File: config.mk
export PLATFORM = sky130hd
export DESIGN_NAME = csm_config_set_manager
export DESIGN_NICKNAME = d
export VERILOG_FILES = /design/src/rtl/csm_pkg.sv /design/src/rtl/csm_config_set_manager.sv
export SDC_FILE = /design/constraint.sdc
export NUM_CORES = 1
export LEC_CHECK = 0
export BUFFER_PORTS_ARGS = -buffer_cell sky130_fd_sc_hd__buf_4
export CAP_MARGIN = 20
export CORE_AREA = 2 2 227 229
export CTS_CLUSTER_SIZE = 10
export DETAILED_ROUTE_END_ITERATION = 16
export DIE_AREA = 0 0 229 231
export GPL_TIMING_DRIVEN = 0
export PLACE_DENSITY = 0.94
export RECOVER_POWER = 100
export SETUP_SLACK_MARGIN = 0.3
export SLEW_MARGIN = 10
export SYNTH_ARGS = -nofsm -noshare
export SYNTH_HDL_FRONTEND = slang
export SYNTH_SLANG_ARGS = --single-unit
File: constraint.sdc
create_clock -name pclk -period 7.55 [get_ports pclk]
set_input_delay 1.8875 -clock pclk [delete_from_list [all_inputs] [get_ports pclk]]
set_output_delay 1.8875 -clock pclk [all_outputs]
set_load 0.02 [all_outputs]
File: src/rtl/csm_pkg.sv
package csm_pkg;
   // =====================================================
   // register offsets
   localparam logic [7:0] OFS_FACTORY_SEL = 8'h00;
   localparam logic [7:0] OFS_USER_SEL = 8'h04;
   localparam logic [7:0] OFS_STORE_CMD = 8'h08;
   localparam logic [7:0] OFS_RESTORE_CMD = 8'h0c;
   localparam logic [7:0] OFS_BOOT_SEL = 8'h10;
   localparam logic [7:0] OFS_STATUS = 8'h14;
   localparam logic [7:0] REGION_MASK = 8'he0;
   localparam logic [7:0] WORK_BASE = 8'h20;
   localparam logic [7:0] LUT_BASE = 8'h40;
   localparam int WORD_LSB = 2;
   localparam int REGION_IDX_W = 3;

   // =====================================================
   // selector codes
   localparam logic [1:0] SET_BASELINE = 2'h0;
   localparam logic [1:0] SET_SLOT1 = 2'h1;
   localparam logic [1:0] SET_SLOT3 = 2'h3;
   localparam logic [1:0] FAC_STANDARD = 2'h0;
   localparam logic [1:0] FAC_HIGH_GAIN = 2'h1;
   localparam logic [1:0] FAC_AUTO = 2'h2;
   localparam logic [1:0] FAC_COLOR = 2'h3;
   localparam logic [1:0] FAC_DELIVERY = FAC_AUTO;
   localparam logic [1:0] BOOT_DELIVERY = SET_BASELINE;

   // =====================================================
   // working set word layout
   localparam int W_GAIN = 0;
   localparam int W_AUTO = 1;
   localparam int W_EXPOSURE = 2;
   localparam int W_COLOR = 3;
   localparam int SEL_W = 2;
   localparam int ST_BUSY_BIT = 0;
   localparam int ST_ACQ_BIT = 1;
   localparam int ST_IGN_BIT = 2;
   // auto word: gain mode [1:0], exposure mode [3:2], min gain [4]
   localparam logic [31:0] AUTO_OFF = 32'h0000_0000;
   localparam logic [31:0] AUTO_CONT_MIN_GAIN = 32'h0000_001a;

   // =====================================================
   // copy engine states
   typedef enum logic [3:0] {
      CSM_IDLE = 4'b0001,
      CSM_BOOT = 4'b0010,
      CSM_SAVE = 4'b0100,
      CSM_LOAD = 4'b1000
   } csm_state_t;
endpackage

File: src/rtl/csm_config_set_manager.sv
// Local design decisions: the APB register port and the register offsets.
`timescale 1ns/1ps
// What this block does
// - working set is volatile, lost on reset
// - register writes change only working set
// - four factory setups fixed, never overwritten
// - baseline selector picks setup, survives reset
// - standard setup: low gain, autos off
// - high gain setup: standard plus 6 dB
// - auto setup: gain/exposure continuous, minimal gain
// - baseline selector delivered as auto setup
// - three non-volatile user slots survive reset
// - save copies working set into slot
// - lookup table not saved, cleared on reset
// - startup set copied into working at reset
// - running device loads baseline or slot
// - boot selector names startup set
module csm_config_set_manager
   import csm_pkg::*;
#(
   parameter int PARAM_WORDS = 4,
   parameter int LUT_WORDS = 4,
   parameter logic [31:0] GAIN_LOW = 32'h0000_0000,
   parameter logic [31:0] GAIN_6DB = 32'h0000_0040,
   parameter logic [31:0] EXPOSURE_DEF = 32'h0000_1000,
   parameter logic [31:0] COLOR_TUNE = 32'h0000_0001
)
(
   input wire logic pclk,
   input wire logic presetn,
   input wire logic nv_init_n,
   input wire logic psel,
   input wire logic penable,
   input wire logic pwrite,
   input wire logic [7:0] paddr,
   input wire logic [31:0] pwdata,
   output logic [31:0] prdata,
   output logic pready,
   output logic pslverr,
   input wire logic acq_active,
   output logic [31:0] gain_value,
   output logic [31:0] auto_ctrl,
   output logic [31:0] exposure_value,
   output logic [31:0] color_ctrl
);
   localparam int IW = $clog2(PARAM_WORDS);
   localparam int LW = $clog2(LUT_WORDS);
   localparam logic [IW-1:0] LAST_IDX = IW'(PARAM_WORDS - 1);
   localparam int COPY_LAST = PARAM_WORDS - 1;

   // =====================================================
   // storage
   logic [31:0] working [PARAM_WORDS];
   logic [31:0] lut [LUT_WORDS];
   logic [31:0] slots [3][PARAM_WORDS];
   logic [SEL_W-1:0] factory_baseline_select;
   logic [SEL_W-1:0] boot_set_select;
   logic [SEL_W-1:0] user_slot_select;
   logic slot_store_cmd;
   logic slot_restore_cmd;
   logic ignored;
   csm_state_t state;
   csm_state_t next_state;
   logic [IW-1:0] idx;

   function automatic logic [31:0] factory_word(input logic [1:0] fsel,
                                                input int w);
      logic [31:0] v;
      v = 32'h0000_0000;
      case (w)
         W_GAIN: v = (fsel == FAC_HIGH_GAIN) ? GAIN_LOW + GAIN_6DB
                                              : GAIN_LOW;
         W_AUTO: v = (fsel == FAC_AUTO) ? AUTO_CONT_MIN_GAIN
                                         : AUTO_OFF;
         W_EXPOSURE: v = EXPOSURE_DEF;
         W_COLOR: v = (fsel == FAC_COLOR) ? COLOR_TUNE : 32'h0000_0000;
         default: v = 32'h0000_0000;
      endcase
      return v;
   endfunction

   // =====================================================
   // apb decode
   wire logic setup = psel & ~penable;
   wire logic done = psel & penable & pready;
   wire logic wr = done & pwrite;
   wire logic idle = (state == CSM_IDLE);
   wire logic [REGION_IDX_W-1:0] ridx = paddr[WORD_LSB +: REGION_IDX_W];
   wire logic hit_work = ((paddr & REGION_MASK) == WORK_BASE)
                         && (int'(ridx) < PARAM_WORDS);
   wire logic hit_lut = ((paddr & REGION_MASK) == LUT_BASE)
                        && (int'(ridx) < LUT_WORDS);
   wire logic [IW-1:0] widx = ridx[IW-1:0];
   wire logic [LW-1:0] lidx = ridx[LW-1:0];
   wire logic hit_fac = (paddr == OFS_FACTORY_SEL);
   wire logic hit_user = (paddr == OFS_USER_SEL);
   wire logic hit_store = (paddr == OFS_STORE_CMD);
   wire logic hit_restore = (paddr == OFS_RESTORE_CMD);
   wire logic hit_boot = (paddr == OFS_BOOT_SEL);
   wire logic hit_status = (paddr == OFS_STATUS);
   wire logic mapped = hit_work | hit_lut | hit_fac | hit_user | hit_store
                       | hit_restore | hit_boot | hit_status;
   wire logic can_go = idle & ~acq_active & ~slot_store_cmd
                       & ~slot_restore_cmd;
   wire logic req_store = wr & hit_store & pwdata[0];
   wire logic req_restore = wr & hit_restore & pwdata[0];
   wire logic req_fac = wr & hit_fac;
   wire logic go_store = req_store & can_go
                         & (user_slot_select != SET_BASELINE);
   wire logic go_restore = req_restore & can_go;
   wire logic go_fac = req_fac & idle & ~acq_active;
   wire logic refused = (req_store & ~go_store)
                        | (req_restore & ~go_restore)
                        | (req_fac & ~go_fac);
   wire logic [31:0] status_word = {29'h0, ignored, acq_active, ~idle};
   logic [31:0] rd_mux;
   always_comb
   begin
      rd_mux = 32'h0000_0000;
      if (hit_work)
         rd_mux = working[widx];
      else if (hit_lut)
         rd_mux = lut[lidx];
      else if (hit_fac)
         rd_mux = {30'h0, factory_baseline_select};
      else if (hit_user)
         rd_mux = {30'h0, user_slot_select};
      else if (hit_store)
         rd_mux = {31'h0, slot_store_cmd};
      else if (hit_restore)
         rd_mux = {31'h0, slot_restore_cmd};
      else if (hit_boot)
         rd_mux = {30'h0, boot_set_select};
      else if (hit_status)
         rd_mux = status_word;
   end

   // =====================================================
   // copy engine
   wire logic [SEL_W-1:0] src_sel = (state == CSM_BOOT) ? boot_set_select
                                                        : user_slot_select;
   wire logic [1:0] slot_of_src = 2'(src_sel - SET_SLOT1);
   wire logic [1:0] slot_of_user = 2'(user_slot_select - SET_SLOT1);
   wire logic [31:0] src_word = (src_sel == SET_BASELINE)
                                ? factory_word(factory_baseline_select,
                                               int'(idx))
                                : slots[slot_of_src][idx];
   wire logic copy_last = (idx == LAST_IDX);
   wire logic into_work = (state == CSM_BOOT) | (state == CSM_LOAD);

   always_comb
   begin
      next_state = state;
      case (state)
         CSM_IDLE:
            if (slot_store_cmd)
               next_state = CSM_SAVE;
            else if (slot_restore_cmd)
               next_state = CSM_LOAD;
         CSM_BOOT, CSM_SAVE, CSM_LOAD:
            if (copy_last)
               next_state = CSM_IDLE;
         default: next_state = CSM_IDLE;
      endcase
   end

   always_ff @(posedge pclk or negedge presetn)
   begin
      if (!presetn)
      begin
         state <= CSM_BOOT;
         idx <= '0;
      end
      else
      begin
         state <= next_state;
         idx <= (state == CSM_IDLE || copy_last) ? '0 : IW'(idx + 1'b1);
      end
   end

   // =====================================================
   // volatile registers
   always_ff @(posedge pclk or negedge presetn)
   begin
      if (!presetn)
      begin
         pready <= 1'b0;
         prdata <= 32'h0000_0000;
         pslverr <= 1'b0;
         user_slot_select <= SET_BASELINE;
         slot_store_cmd <= 1'b0;
         slot_restore_cmd <= 1'b0;
         ignored <= 1'b0;
         for (int i = 0; i < PARAM_WORDS; i++)
            working[i] <= 32'h0000_0000;
         for (int i = 0; i < LUT_WORDS; i++)
            lut[i] <= 32'h0000_0000;
      end
      else
      begin
         pready <= psel & penable & ~pready;
         if (psel & penable & ~pready)
         begin
            prdata <= pwrite ? 32'h0000_0000 : rd_mux;
            pslverr <= ~mapped;
         end
         if (wr & hit_user & idle)
            user_slot_select <= pwdata[SEL_W-1:0];
         if (go_store)
            slot_store_cmd <= 1'b1;
         else if (state == CSM_SAVE && copy_last)
            slot_store_cmd <= 1'b0;
         if (go_restore)
            slot_restore_cmd <= 1'b1;
         else if (state == CSM_LOAD && copy_last)
            slot_restore_cmd <= 1'b0;
         if (refused)
            ignored <= 1'b1;
         else if (go_store | go_restore | go_fac)
            ignored <= 1'b0;
         if (into_work)
            working[idx] <= src_word;
         else if (wr & hit_work & idle)
            working[widx] <= pwdata;
         if (wr & hit_lut & idle)
            lut[lidx] <= pwdata;
      end
   end

   // =====================================================
   // non-volatile registers
   always_ff @(posedge pclk or negedge nv_init_n)
   begin
      if (!nv_init_n)
      begin
         factory_baseline_select <= FAC_DELIVERY;
         boot_set_select <= BOOT_DELIVERY;
         for (int s = 0; s < 3; s++)
            for (int i = 0; i < PARAM_WORDS; i++)
               slots[s][i] <= 32'h0000_0000;
      end
      else
      begin
         if (go_fac)
            factory_baseline_select <= pwdata[SEL_W-1:0];
         if (wr & hit_boot & idle)
            boot_set_select <= pwdata[SEL_W-1:0];
         if (state == CSM_SAVE)
            slots[slot_of_user][idx] <= working[idx];
      end
   end

   assign gain_value = working[W_GAIN];
   assign auto_ctrl = working[W_AUTO];
   assign exposure_value = working[W_EXPOSURE];
   assign color_ctrl = working[W_COLOR];
endmodule

==> metrics.md <==
| Metric | Value |
|---|---|
| HP Start | prdata[13] |
| Row count | 83 |
| Vias in the first global route | 26.5k |
| R2R depth | 14 |
| Fin Clk Skew | 0.0250 ns |
| Die height | 231 um |
| Max Cap Viol | 3 |
| Register area share after synthesis | 0.525 |
| First-pass GRT wire length | 163000 um |
| Residual DRC | 0 |
| Peak VDD IR | 0.154 mV |
| GR Util All Layers | 0.412 |
| Vias per inst | 7.49 |
| Core ar. | 0.0507 mm^2 |
| Final setup viols | 0 |
| Number of gates resized after cts | 0 |
| Post-synthesis simple-gate area fraction | 0.0579 |
| Slew margin rel. | -1.48 |
| Crit share post-route | 0.883 |
| Critical path arrival | 7.22 ns |
| Setup ws final | 0.885 ns |
| Slew Viols, Final | 255 |
| EDFF count, synth | 0 |
| Crit path from | state[1] |
| Area delta synth->final | 12.3% |
| Crit path kind | reg2reg |
| Clk buf depth | 3 |
| Initial DRC Count | 3495 |
| Placed insts | 3254 |
| Post-route insts no fill | 3356 |
| CP Max Fanout | 10 |
| Drt first pass iters | 6 |
| Reg2reg start | state[1] |
| Initial antenna violation count | 0 |
| Power Density | 204 mW/mm^2 |
| Post-route setup TNS | 0 ns |
| Startpoint Class | register |
| Initial cell density of the core | 0.648 |
| Worst min path class | reg2reg |
| Flops & latches, synth | 689 |
| Max frequency | 150 MHz |
| Compound-gate portion of the synthesized area | 0.0744 |
| Most frequent cells in the layout | 687 x dfrtp_1, 505 x mux2_2, 363 x clkbuf_1 |
| Synth cell types | 57 |
| Mux contribution to synthesized area | 0.311 |
| H-tree levels | 3 |
| Ports | 209 |
| Xor/xnor cell area share of the yosys netlist | 0.000533 |
| Pre-CTS setup slack | 1.99 ns |
| Worst-Margin Slew | 3.72 ns |
| Hold path depth | 2 |
| Routed wire length per instance | 32.0 um |
| Layout cells sized above 1 | 0.324 |
| Run status | complete, but fails checks |
| Final WL | 108000 um |
| Area of placed instances | 0.0354 mm^2 |
| Reg2Reg Setup Slack | 0.89 ns |
| Final min period | 6.66 ns |
| Failing checks | max-capacitance violations, max-slew violations |
| Prevailing post-synth register cell | dfrtp_1 |
| Clock Root Buffer | clkbuf_16 |
| CTS tree | built |
| Most common cell after layout, fill and taps aside | dfrtp_1 |
| IO buf count | 205 |
| Worst setup EP type | register |
| Nets | 2709 |
| Worst endpoint required time | 8.10 ns |
| Hold Fails Final Rpt | 0 |
| Ys Warns | 0 |
| Syn nets | 2415 |
| DIE AREA | 0.0529 mm^2 |
| Post-CTS setup buffers | 0 |
| CTS hold repair buffers | 0 |
| Leak Pwr | 17.6 nW |
| Async SR Flop Fraction | 1.00 |
| Clock latency on the worst-skew pair | 0.64 ns |
| Synthesized area | 0.0328 mm^2 |
| Routed vias | 25.1k |
| Hpwl dp | 72000 um |
| Total grt overflow | 0 |
| Syn Area/Cell | 13.9 um^2 |
| Post-Synth Adder-Cell Area | 0.00190 |
| Clk sinks | 689 |
| Post-route cell area | 0.0369 mm^2 |
| Final ANT Viol Nets | 0 |
| Clock transition at path regs | 0.06 ns |
| Main combinational cell family by area after synthesis | multiplexers |
| Routability cong. | 0.989 |
| Mapped Cells | 2363 |
| Unrepaired setup endpoints after global routing | false |
| Largest net degree at the start of global routing | 119 |
| Die width | 229 um |
| Total CTS buffers | 80 |
==> layer usage <==
metal,global-route usage,vias to the layer above,part of all wire
met3,0.122,640,0.12
li1,-,9548,-
met1,0.506,12755,0.34
met5,0,-,0
met2,0.639,2188,0.47
met4,0.272,0,0.071
==> area by class of cell <==
type,count,area [um^2]
antenna,1,2.50
buffer,223,876
clock buffer,90,2070
clock inverter,10,123
fill,3182,13800
inverter,11,41.3
multi-input combinational,1440,14600
sequential,689,17200
tap,680,851
timing repair buffer,212,1050
==> synthesized netlist by cell type (11+ instances only) <==
library cell,n,share of area
buf_1,32,0.0037
mux4_2,166,0.11
clkbuf_1,143,0.016
a221o_1,104,0.032
nand3_1,11,0.0017
nand2_1,88,0.010
nor3_1,31,0.0047
dfrtp_1,687,0.52
o211ai_1,28,0.0064
nor2_1,70,0.0080
a311oi_1,26,0.0069
a21oi_1,57,0.0087
o21ai_0,47,0.0072
mux2_2,520,0.18
or2_2,28,0.0053
mux2i_1,63,0.019
and3_1,113,0.022
buf_2,45,0.0069
o22ai_1,13,0.0025
==> cells by family after synthesis <==
group           Yosys count
compound gates          317
xor+xnor                  2
fa+ha+maj                 5
buf+inv                 234
flops                   689
mux                     749
simple gates            367
==> critical path: stages (launching register included) <==
cell and delay [ns]:
dfstp_2 0.51, buf_2 0.19, nor4b_1 0.46, mux2_2 0.39
clkbuf_1 0.38, inv_2 0.17, buf_4 0.24, clkbuf_1 0.57
ha_1 0.34, clkbuf_1 0.68, clkbuf_1 0.88, mux4_2 0.40
nor3_1 0.07, a311oi_1 0.96, a221o_1 0.33
==> final timing paths <==
check,to
setup / recovery,auto_ctrl[2]
hold / removal,prdata[13]
setup reg to reg,auto_ctrl[2]
hold reg to reg,prdata[13]
max in group asynchronous,auto_ctrl[21]
min in group asynchronous,lut[39]
==> sequential cells by signal, indices dropped and copies added (netlist names) <==
name and flops:
ignored 1, factory_baseline_select 2, exposure_value 32, slot_restore_cmd 1, boot_set_select 2, user_slot_select 2, slots 384, prdata 32
gain_value 32, idx 2, state 4, pslverr 1, color_ctrl 32, slot_store_cmd 1, lut 128, auto_ctrl 32
pready 1
==> power breakdown <==
| part | internal, mW | total [mW] | leakage (nW) | switching (mW) |
|---|---|---|---|---|
| sequential | 3.71 | 3.73 | 9.48 | 0.0162 |
| clock | 1.96 | 3.48 | 1.08 | 1.52 |
| combinational | 0.0929 | 0.321 | 7.07 | 0.228 |
| total | 5.76 | 7.53 | 17.6 | 1.77 |
==> per-stage QoR <==
stage / total power, mW / utilization / hold WS [ns]
floorplan: 3.92 / - / 0.471
global placement: 4.09 / 0.695 / 0.463
detailed placement: 4.11 / 0.699 / 0.471
CTS: 7.51 / 0.742 / 0.483
global route: 7.70 / 0.728 / 0.501
finish: 7.53 / 0.728 / 0.473
Note: power is estimated with default switching activity, not from simulation.
